<file path="config.mk">
export PLATFORM = sky130hd
export DESIGN_NAME = standstill_monitor
export DESIGN_NICKNAME = d
export VERILOG_FILES = /design/src/standstill_monitor.v /design/src/pulse_counter.v
export VERILOG_INCLUDE_DIRS = /design/src
export SDC_FILE = /design/constraint.sdc
export NUM_CORES = 2
export LEC_CHECK = 0
export ABC_AREA = 1
export ABC_CLOCK_PERIOD_IN_PS = 43100
export BUFFER_PORTS_ARGS = -buffer_cell sky130_fd_sc_hd__buf_2
export CAP_MARGIN = 30
export CORE_MARGIN = 4
export CORE_UTILIZATION = 30
export CTS_BUF_LIST = sky130_fd_sc_hd__clkbuf_8
export DETAILED_ROUTE_END_ITERATION = 10
export GPL_ROUTABILITY_DRIVEN = 0
export MAX_ROUTING_LAYER = met4
export PLACE_DENSITY = 0.52
export SLEW_MARGIN = 0
export SYNTH_ARGS = -nofsm -noshare
export SYNTH_HDL_FRONTEND = slang
export SYNTH_SLANG_ARGS = --single-unit
</file>
<file path="constraint.sdc">
create_clock -name hclk -period 43.1 [get_ports hclk]
set_input_delay 12.93 -clock hclk [delete_from_list [all_inputs] [get_ports hclk]]
set_output_delay 12.93 -clock hclk [all_outputs]
set_load 0.02 [all_outputs]
</file>
<file path="src/standstill_monitor_map.vh">
// Purpose: register offsets, field positions, reset values and timing counts
// Assumes: 32-bit AHB-Lite word registers, 10 MHz hclk
// Notes:   included by the standstill monitor files
`ifndef STANDSTILL_MONITOR_MAP_VH
`define STANDSTILL_MONITOR_MAP_VH

`define CLK_HZ            10000000
`define LOGIC_CYCLE_US    1000
`define LOGIC_CYCLE_CLKS  ((`CLK_HZ / 1000000) * `LOGIC_CYCLE_US)

`define OFF_CTRL          8'h00
`define OFF_MEAS          8'h04
`define OFF_TLIM          8'h08
`define OFF_SPD_LIM       8'h0C
`define OFF_POS_LO        8'h10
`define OFF_POS_HI        8'h14
`define OFF_REF_VAL       8'h18
`define OFF_DIFF          8'h1C
`define OFF_STATUS        8'h20
`define OFF_POS           8'h24
`define OFF_SPEED         8'h28
`define OFF_ERR           8'h2C

`define CTRL_MODE_LSB     0
`define CTRL_RESTART_LSB  2
`define CTRL_REF_EN       4
`define CTRL_MUTE_EN      5
`define CTRL_BYP_EN       6
`define CTRL_TLIM_EN      7
`define CTRL_TWO_IN       8
`define CTRL_DIR_EN       9
`define CTRL_CMP_EN       10
`define CTRL_HYST_LSB     16
`define CTRL_ERR_EN_LSB   23

`define MODE_POS          2'h1
`define MODE_SPD          2'h2
`define MODE_BOTH         2'h3
`define RESTART_MANUAL    2'h1
`define RESTART_AUTO      2'h2

// mode 2, auto restart, time limit on, hysteresis 0, no error flags enabled
`define CTRL_RESET        32'h0000_008A
`define MEAS_MS_RESET     32'h0000_0004
`define TLIM_S_RESET      32'h0000_0001
`define TLIM_S_MIN        32'h0000_0001
`define TLIM_S_MAX        32'h0000_1C20
`define MEAS_MS_MAX       32'h0000_FFFC

`define NUM_ERR           9
`define ERR_GENERAL       0
`define ERR_CUTOFF        1
`define ERR_STUCK         2
`define ERR_PHASE         3
`define ERR_DISCREP       4
`define ERR_SPD_LIMIT     5
`define ERR_SPD_DIFF      6
`define ERR_POS_RANGE     7
`define ERR_POS_DIFF      8

`endif

</file>
<file path="src/standstill_monitor.v">
// Purpose: standstill monitor with speed/position release, restart, mute, bypass, reset
// Assumes: sensor, referencing and handshake inputs are asynchronous pins
// Notes:   logic cycle is LOGIC_CYCLE_CLKS hclk periods; speed is counts per interval
`default_nettype none
`include "standstill_monitor_map.vh"
module standstill_monitor
#(
  parameter TWO_INPUTS_HW = 1,
  parameter CYCLE_CLKS    = `LOGIC_CYCLE_CLKS,
  parameter TOL_CYCLES    = 4
)
(
  input  wire        hclk,
  input  wire        hresetn,
  input  wire        hsel,
  input  wire [31:0] haddr,
  input  wire [1:0]  htrans,
  input  wire        hwrite,
  input  wire [2:0]  hsize,
  input  wire [31:0] hwdata,
  input  wire        hready,
  output wire [31:0] hrdata,
  output wire        hreadyout,
  output wire        hresp,
  input  wire        motion1_a,
  input  wire        motion1_b,
  input  wire        motion2_a,
  input  wire        motion2_b,
  input  wire        reference_in,
  input  wire        restart_in,
  input  wire        mute_in,
  input  wire        bypass_in,
  input  wire        reset_in,
  output reg         release_out,
  output reg         restart_required,
  output reg         reset_required,
  output reg  [8:0]  error_flags
);
  function signed [31:0] abs32;
    input signed [31:0] v;
    abs32 = v[31] ? -v : v;
  endfunction

  // two-stage synchronisers on every pin input
  localparam NS = 9;
  wire [NS-1:0] pin_raw = {reset_in, bypass_in, mute_in, restart_in, reference_in,
                           motion2_b, motion2_a, motion1_b, motion1_a};
  reg  [NS-1:0] sync1_r;
  reg  [NS-1:0] sync2_r;
  always @(posedge hclk or negedge hresetn)
  begin
    if (!hresetn)
    begin
      sync1_r <= {NS{1'b0}};
      sync2_r <= {NS{1'b0}};
    end
    else
    begin
      sync1_r <= pin_raw;
      sync2_r <= sync1_r;
    end
  end

  // AHB-Lite slave, zero wait, always OKAY
  reg  [31:0] ctrl_r, meas_r, tlim_r, spd_lim_r, pos_lo_r, pos_hi_r, ref_val_r, diff_r;
  reg  [7:0]  a_addr_r;
  reg         a_wr_r;
  wire        a_take = hsel && hready && htrans[1];
  assign hreadyout = 1'b1;
  assign hresp = 1'b0;
  always @(posedge hclk or negedge hresetn)
  begin
    if (!hresetn)
    begin
      a_addr_r <= 8'h00;
      a_wr_r <= 1'b0;
      ctrl_r <= `CTRL_RESET;
      meas_r <= `MEAS_MS_RESET;
      tlim_r <= `TLIM_S_RESET;
      spd_lim_r <= 32'h0000_0000;
      pos_lo_r <= 32'h0000_0000;
      pos_hi_r <= 32'h0000_0000;
      ref_val_r <= 32'h0000_0000;
      diff_r <= 32'h0000_0000;
    end
    else
    begin
      a_addr_r <= haddr[7:0];
      a_wr_r <= a_take && hwrite;
      if (a_wr_r)
      begin
        case (a_addr_r)
          `OFF_CTRL:    ctrl_r <= hwdata;
          // interval clamped into its legal range in whole ms
          `OFF_MEAS:    meas_r <= (hwdata == 32'h0) ? 32'h1 :
                                  (hwdata > `MEAS_MS_MAX) ? `MEAS_MS_MAX : hwdata;
          `OFF_TLIM:    tlim_r <= (hwdata < `TLIM_S_MIN) ? `TLIM_S_MIN :
                                  (hwdata > `TLIM_S_MAX) ? `TLIM_S_MAX : hwdata;
          `OFF_SPD_LIM: spd_lim_r <= hwdata;
          `OFF_POS_LO:  pos_lo_r <= hwdata;
          `OFF_POS_HI:  pos_hi_r <= hwdata;
          `OFF_REF_VAL: ref_val_r <= hwdata;
          `OFF_DIFF:    diff_r <= hwdata;
          default:      ;
        endcase
      end
    end
  end

  wire [1:0] mode      = ctrl_r[`CTRL_MODE_LSB+1:`CTRL_MODE_LSB];
  wire       manual    = ctrl_r[`CTRL_RESTART_LSB+1:`CTRL_RESTART_LSB] == `RESTART_MANUAL;
  wire       two_in    = ctrl_r[`CTRL_TWO_IN] && (TWO_INPUTS_HW != 0);
  wire [6:0] hyst      = ctrl_r[`CTRL_HYST_LSB+6:`CTRL_HYST_LSB];
  wire [8:0] err_en    = ctrl_r[`CTRL_ERR_EN_LSB+8:`CTRL_ERR_EN_LSB];

  // logic-cycle tick and interval / time-limit counters
  reg  [31:0] cyc_cnt_r;
  reg  [31:0] meas_cnt_r;
  reg  [31:0] lim_cnt_r;
  wire        tick = cyc_cnt_r == CYCLE_CLKS - 1;
  wire        meas_end = tick && (meas_cnt_r >= meas_r - 32'h1);

  wire [31:0] d1, d2;
  wire        ph1, ph2;
  pulse_counter #(.W(32)) u_cnt1 (
    .hclk(hclk), .hresetn(hresetn), .enable(1'b1),
    .a(sync2_r[0]), .b(sync2_r[1]), .clear_delta(meas_end),
    .delta_r(d1), .phase_err_r(ph1));
  pulse_counter #(.W(32)) u_cnt2 (
    .hclk(hclk), .hresetn(hresetn), .enable(two_in),
    .a(sync2_r[2]), .b(sync2_r[3]), .clear_delta(meas_end),
    .delta_r(d2), .phase_err_r(ph2));

  reg  [31:0] speed_r, speed2_r, pos_r, pos2_r;
  reg         ref_prev_r, rst_prev_r, rst_high_r, rs_prev_r, rs_high_r;
  reg         spd_ok_r, pos_ok_r, mon_rel_r, granted_r, err_lock_r;
  reg  [31:0] tol_cnt_r;
  reg  [8:0]  err_pend_r;
  reg         phase_seen_r;

  // hysteresis: window shrinks by hyst percent while release is off
  wire signed [31:0] slim  = spd_lim_r;
  wire signed [31:0] s_sh  = (slim * $signed({25'h0, hyst})) / 100;
  wire signed [31:0] s_on  = mon_rel_r ? slim : slim - s_sh;
  wire signed [31:0] pspan = $signed(pos_hi_r) - $signed(pos_lo_r);
  wire signed [31:0] p_sh  = (pspan * $signed({25'h0, hyst})) / 100;
  wire signed [31:0] p_lo  = mon_rel_r ? $signed(pos_lo_r) : $signed(pos_lo_r) + p_sh;
  wire signed [31:0] p_hi  = mon_rel_r ? $signed(pos_hi_r) : $signed(pos_hi_r) - p_sh;
  wire signed [31:0] spd   = speed_r;
  wire spd_ok = ctrl_r[`CTRL_DIR_EN] ? (spd <= s_on && spd >= -s_on) : (spd <= s_on);
  wire signed [31:0] pos_s = pos_r;
  wire pos_ok = (pos_s >= p_lo) && (pos_s <= p_hi);
  wire spd_diff = two_in && ctrl_r[`CTRL_CMP_EN] &&
                  abs32($signed(speed_r) - $signed(speed2_r)) > $signed(diff_r);
  wire pos_diff = two_in && ctrl_r[`CTRL_CMP_EN] &&
                  abs32($signed(pos_r) - $signed(pos2_r)) > $signed(diff_r);
  wire cmp_bad = ((mode != `MODE_POS) && spd_diff) || ((mode != `MODE_SPD) && pos_diff);
  wire cmp_fail = tol_cnt_r >= TOL_CYCLES;
  reg  rel_now;
  always @*
  begin
    case (mode)
      `MODE_POS:  rel_now = pos_ok;
      `MODE_BOTH: rel_now = pos_ok && spd_ok;
      default:    rel_now = spd_ok;
    endcase
  end
  wire [8:0] err_now;
  assign err_now[`ERR_GENERAL]   = cmp_fail || phase_seen_r;
  assign err_now[`ERR_CUTOFF]    = 1'b0;
  assign err_now[`ERR_STUCK]     = 1'b0;
  assign err_now[`ERR_PHASE]     = phase_seen_r;
  assign err_now[`ERR_DISCREP]   = cmp_fail;
  assign err_now[`ERR_SPD_LIMIT] = (mode != `MODE_POS) && !spd_ok;
  assign err_now[`ERR_SPD_DIFF]  = cmp_fail && spd_diff;
  assign err_now[`ERR_POS_RANGE] = (mode != `MODE_SPD) && !pos_ok;
  assign err_now[`ERR_POS_DIFF]  = cmp_fail && pos_diff;
  wire fault = cmp_fail || phase_seen_r;
  wire mute_act = ctrl_r[`CTRL_MUTE_EN] && sync2_r[6] && release_out;
  wire byp_act  = ctrl_r[`CTRL_BYP_EN] && sync2_r[7];
  wire lim_hit  = ctrl_r[`CTRL_TLIM_EN] && (lim_cnt_r >= tlim_r * 32'd1000);
  wire rs_pulse = rs_high_r && !sync2_r[5] && rs_prev_r == 1'b0;

  always @(posedge hclk or negedge hresetn)
  begin
    if (!hresetn)
    begin
      cyc_cnt_r <= 32'h0;
      meas_cnt_r <= 32'h0;
      lim_cnt_r <= 32'h0;
      speed_r <= 32'h0;
      speed2_r <= 32'h0;
      pos_r <= 32'h0;
      pos2_r <= 32'h0;
      ref_prev_r <= 1'b0;
      rst_prev_r <= 1'b0;
      rst_high_r <= 1'b0;
      rs_prev_r <= 1'b0;
      rs_high_r <= 1'b0;
      spd_ok_r <= 1'b0;
      pos_ok_r <= 1'b0;
      mon_rel_r <= 1'b0;
      granted_r <= 1'b0;
      err_lock_r <= 1'b0;
      tol_cnt_r <= 32'h0;
      err_pend_r <= 9'h0;
      phase_seen_r <= 1'b0;
      release_out <= 1'b0;
      restart_required <= 1'b0;
      reset_required <= 1'b0;
      error_flags <= 9'h0;
    end
    else
    begin
      cyc_cnt_r <= tick ? 32'h0 : cyc_cnt_r + 32'h1;
      if (ph1 || ph2)
        phase_seen_r <= 1'b1;
      if (meas_end)
      begin
        speed_r <= d1;
        speed2_r <= d2;
        pos_r <= pos_r + d1;
        pos2_r <= pos2_r + d2;
      end
      if (tick)
      begin
        meas_cnt_r <= meas_end ? 32'h0 : meas_cnt_r + 32'h1;
        phase_seen_r <= ph1 || ph2;
        ref_prev_r <= sync2_r[4];
        if (ctrl_r[`CTRL_REF_EN] && ref_prev_r && !sync2_r[4])
        begin
          pos_r <= ref_val_r;
          pos2_r <= ref_val_r;
        end
        tol_cnt_r <= cmp_bad ? (cmp_fail ? tol_cnt_r : tol_cnt_r + 32'h1) : 32'h0;
        // high-low (falling edge) detection, sampled once per logic cycle
        rs_prev_r <= rs_high_r;
        rs_high_r <= sync2_r[5];
        rst_prev_r <= rst_high_r;
        rst_high_r <= sync2_r[8];
        spd_ok_r <= spd_ok;
        pos_ok_r <= pos_ok;
        mon_rel_r <= rel_now && !err_lock_r && !fault;
        err_pend_r <= err_now & err_en;
        error_flags <= err_now & err_en;
        if (fault && !err_lock_r)
          err_lock_r <= 1'b1;
        else if (err_lock_r && !fault && rst_prev_r && !rst_high_r && !sync2_r[8])
          err_lock_r <= 1'b0;
        reset_required <= err_lock_r && !fault;
        // restart: waiting release needs acknowledgement in manual mode
        if (!(rel_now && !err_lock_r && !fault))
          granted_r <= 1'b0;
        else if (!manual || (rs_prev_r && !rs_high_r))
          granted_r <= 1'b1;
        restart_required <= manual && rel_now && !err_lock_r && !fault && !granted_r;
        if (mute_act || byp_act)
          lim_cnt_r <= lim_hit ? lim_cnt_r : lim_cnt_r + `LOGIC_CYCLE_US / 1000;
        else
          lim_cnt_r <= 32'h0;
        release_out <= (granted_r && mon_rel_r) ||
                       ((mute_act || byp_act) && !lim_hit);
      end
    end
  end

  reg [31:0] rd_r;
  always @*
  begin
    case (a_addr_r)
      `OFF_CTRL:    rd_r = ctrl_r;
      `OFF_MEAS:    rd_r = meas_r;
      `OFF_TLIM:    rd_r = tlim_r;
      `OFF_SPD_LIM: rd_r = spd_lim_r;
      `OFF_POS_LO:  rd_r = pos_lo_r;
      `OFF_POS_HI:  rd_r = pos_hi_r;
      `OFF_REF_VAL: rd_r = ref_val_r;
      `OFF_DIFF:    rd_r = diff_r;
      `OFF_STATUS:  rd_r = {26'h0, spd_ok_r, pos_ok_r, mon_rel_r, reset_required,
                            restart_required, release_out};
      `OFF_POS:     rd_r = pos_r;
      `OFF_SPEED:   rd_r = speed_r;
      `OFF_ERR:     rd_r = {23'h0, err_pend_r};
      default:      rd_r = 32'h0;
    endcase
  end
  assign hrdata = rd_r;
  wire unused_ok = &{1'b0, hsize, haddr[31:8], rs_pulse, a_take};
endmodule
`default_nettype wire

</file>
<file path="src/pulse_counter.v">
// Purpose: per-sensor quadrature count of one motion input
// Assumes: a/b already synchronised to hclk
// Notes:   phase faults come from illegal transitions; no stuck fault is detected
`default_nettype none
module pulse_counter
#(
  parameter W = 32
)
(
  input  wire         hclk,
  input  wire         hresetn,
  input  wire         enable,
  input  wire         a,
  input  wire         b,
  input  wire         clear_delta,
  output reg  [W-1:0] delta_r,
  output reg          phase_err_r
);
  reg [1:0] prev_r;
  wire [1:0] cur = {a, b};
  wire       step = enable && (cur != prev_r);
  // gray step up: 00->01->11->10->00
  wire       up = (prev_r == 2'h0 && cur == 2'h1) || (prev_r == 2'h1 && cur == 2'h3) ||
                  (prev_r == 2'h3 && cur == 2'h2) || (prev_r == 2'h2 && cur == 2'h0);
  wire       bad = (prev_r ^ cur) == 2'h3;
  always @(posedge hclk or negedge hresetn)
  begin
    if (!hresetn)
    begin
      prev_r <= 2'h0;
      delta_r <= {W{1'b0}};
      phase_err_r <= 1'b0;
    end
    else
    begin
      prev_r <= cur;
      phase_err_r <= step && bad;
      if (clear_delta)
        delta_r <= (step && !bad) ? (up ? {{(W-1){1'b0}}, 1'b1} : {W{1'b1}}) : {W{1'b0}};
      else if (step && !bad)
        delta_r <= up ? delta_r + {{(W-1){1'b0}}, 1'b1} : delta_r - {{(W-1){1'b0}}, 1'b1};
    end
  end
endmodule
`default_nettype wire

</file>
==> metrics <==
maximum clock rate=approximately 34 MHz; Post-layout nets=12320; crit path time final=between 20000 and 30000 ps; Worst setup EP type=flop; Clock Latency Late Sink=about 870 ps; FF-to-FF End=restart_required; DP HPWL=about 230000 µm; Crit path top cell by count=nand2_4; ys flop type=dfrtp_1; Max Buffers Root-to-Sink=3; Seq/Total Area, Yosys=20.02%; TritonCTS clock tree=yes; Num Clock Sinks=630; die footprint=around 270000 µm²; top cell type's share of synthesized area=about a fifth; RSZ-0062 raised after global routing=no; synthesized flop and latch total=630; H-tree depth=3; Slew Limit Headroom=22.84%; Synth Cell Area=approximately 79000 µm²; CP Launch Type=flop; initial antenna violation count=10; slowest stage cell, crit path=xor2_1; largest cells by area after synthesis=dfrtp_1 20%, ha_1 12%, nand2_1 9.7%; CP startpoint=pos_lo_r[13]; Post-CTS Hold Buffers=0; final wirelength=277600 µm; Worst-Margin Slew=between 1000 and 1500 ps; status=complete, no violations; Global Route Usage Sum=between 20% and 30%; largest net degree at the start of global routing=roughly 140; initial drt markers=around 6000; die width=~520 µm; residual DRC count=0; Post-DRT Antenna Nets=0; site row count=about 190; reg-to-reg setup timing slack=13630 ps; RR Startpoint=pos_lo_r[13]; die height=between 500 and 600 µm; Hold WC Path Type=reg -> reg; Initial Util=30.25%; area grow syn2layout=9.276%; post-route cell area=about 86000 µm²; peak per-stage delay on the critical path=830 ps; Final Cycle Share=68.37%; port buffer count=between 90 and 100; final core occ=between 30% and 40%; Ys Warns=0; share of cells above drive strength 1=10.57%; 1st-pass router iterations=6; worst setup path end=restart_required; Final Hold Vio Count=0; Clock transition at path regs=~70 ps; setup bufs post-CTS=0; Max Slew Vio Count=0; CP Max Fanout=51; # resized after CTS=0; Yosys top cell by area=dfrtp_1; GR Overflow Total=0; Async SR Flop Fraction=100.0%; Worst EP required=roughly 44000 ps; hold path startpoint=sync1_r[5]; wire per inst=between 15 and 20 µm; CORE AREA=between 200000 and 300000 µm²; Post-Syn Instances=between 10000 and 15000; kind of critical path=reg -> reg; total CTS buffers=roughly 100; crit path DAT=~30000 ps; I/O Pins=129; Fill cells=roughly 28000; Root Buffer=clkbuf_8; setup TNS=0 ps; via count=between 70000 and 80000; average cell area after synthesis=7.147 µm²; number of distinct library cells after synthesis=98; number of global-route vias before repair=68890; hold path depth=0; global-route wire length before repair=about 420000 µm; Vias/cell=about 4.9; reg2reg path depth=roughly 200; Setup violations, final=0; number of flops mapped to enable cells by yosys=0; Post-DP Area=around 84000 µm²; MaxCap Viol Count=0; clk_skew=between 100 and 150 ps
==> per-stage QoR <==
step	std cells	hold WS (ps)	worst slack (ps)
after detailed placement	14510	335.5	13780
final	14710	348.6	13630
after floorplan	11030	331.2	19830
after CTS	14700	349.3	13590
after global placement	14490	334.2	13460
after global routing	14710	355.9	10740
==> sequential cells by signal, indices dropped and copies added (netlist names), 9 cells and up <==
name,cells
lim_cnt_r,32
diff_r,32
spd,32
sync1_r,9
tlim_r,32
ref_val_r,32
pos_r,32
sync2_r,9
pos2_r,32
meas_r,32
u_cnt1.delta_r,32
pos_hi_r,32
pos_lo_r,32
meas_cnt_r,32
cyc_cnt_r,32
u_cnt2.delta_r,32
ctrl_r,32
tol_cnt_r,32
slim,32
speed2_r,32
==> Yosys cell counts (58+ instances only) <==
master    number
a221oi_1      65
inv_2         77
xor2_1       356
o211ai_1      58
nor3_1       133
nand4_1      171
o21ai_0      786
a21oi_1      613
nor2_1       928
dfrtp_1      625
xnor2_1      142
ha_1         759
fa_1         365
o21ai_1       66
clkbuf_1     213
nand2_2      279
nand3_1      535
nand2_4      116
inv_1       1865
o22ai_1       94
nand2_1     2030
==> cells in the final DEF, fill, tap and decap left out, types with 48 or more instances in the layout <==
cell type / count
nor3_1: 132
nor2_1: 921
o22ai_1: 94
o21ai_1: 66
clkbuf_8: 130
o211ai_1: 58
xor2_1: 356
ha_1: 759
nand4_1: 171
inv_1: 1895
nand2_1: 2020
buf_2: 95
nand2_2: 289
dfrtp_1: 623
buf_4: 138
a221oi_1: 65
o21bai_1: 57
a21oi_1: 613
xnor2_1: 142
fa_1: 365
nand3_1: 534
o21ai_0: 786
nor2_2: 48
nand2_4: 116
inv_2: 79
==> worst max-delay path, delay by kind of cell, from the launching register on <==
family	cells	cell delay, ps
fa+ha+maj	9	3800
simple gates	140	16900
xor+xnor	3	1390
compound gates	25	4860
flops	1	550
buf+inv	19	1700
==> cell type report <==
cell class / instances / area [µm²] / area share, %
Inverter: 1989 / 7579 / 8.802
Clock inverter: 65 / 478.0 / 0.5551
Timing Repair Buffer: 245 / 1728 / 2.007
Multi-Input combinational cell: 8146 / 54350 / 63.13
Antenna cell: 9 / 22.52 / 0.02616
Tap cell: 3496 / 4374 / 5.081
Clock buffer: 130 / 1789 / 2.078
Sequential cell: 630 / 15770 / 18.32
==> routing by layer <==
metal	vias to the layer above	part of all wire, %	GRT usage, %
li1	36040	-	-
met1	34250	47	28.49
met2	1857	43	30.94
met3	415	5.7	2.541
met4	0	4.6	7.984
met5	-	0	-
==> worst min path at each step <==
stage                 end  slack, ps
2_1_floorplan  sync2_r[0]        330
3_3_place_gp   sync2_r[1]        330
3_5_place_dp   sync2_r[5]        340
4_1_cts        sync2_r[5]        350
5_1_grt        sync2_r[4]        360
6_report       sync2_r[5]        350
==> cell families (layout without fill, tap and decap cells) <==
family | count (synthesis) | count (layout) | share of synthesized area [%]
simple gates | 4496 | 4496 | 26.93
buf+inv | 2250 | 2429 | 11.08
compound gates | 1998 | 1998 | 14.58
fa+ha+maj | 1124 | 1124 | 21.33
flops | 630 | 630 | 20.02
xor+xnor | 519 | 519 | 5.984
mux | 5 | 5 | 0.06352
other cells | 2 | 13 | 0.009532
Power is left out: the tool's default activity adds up to more than one toggle a clock period on the data nets, which glitch-free logic cannot reach.
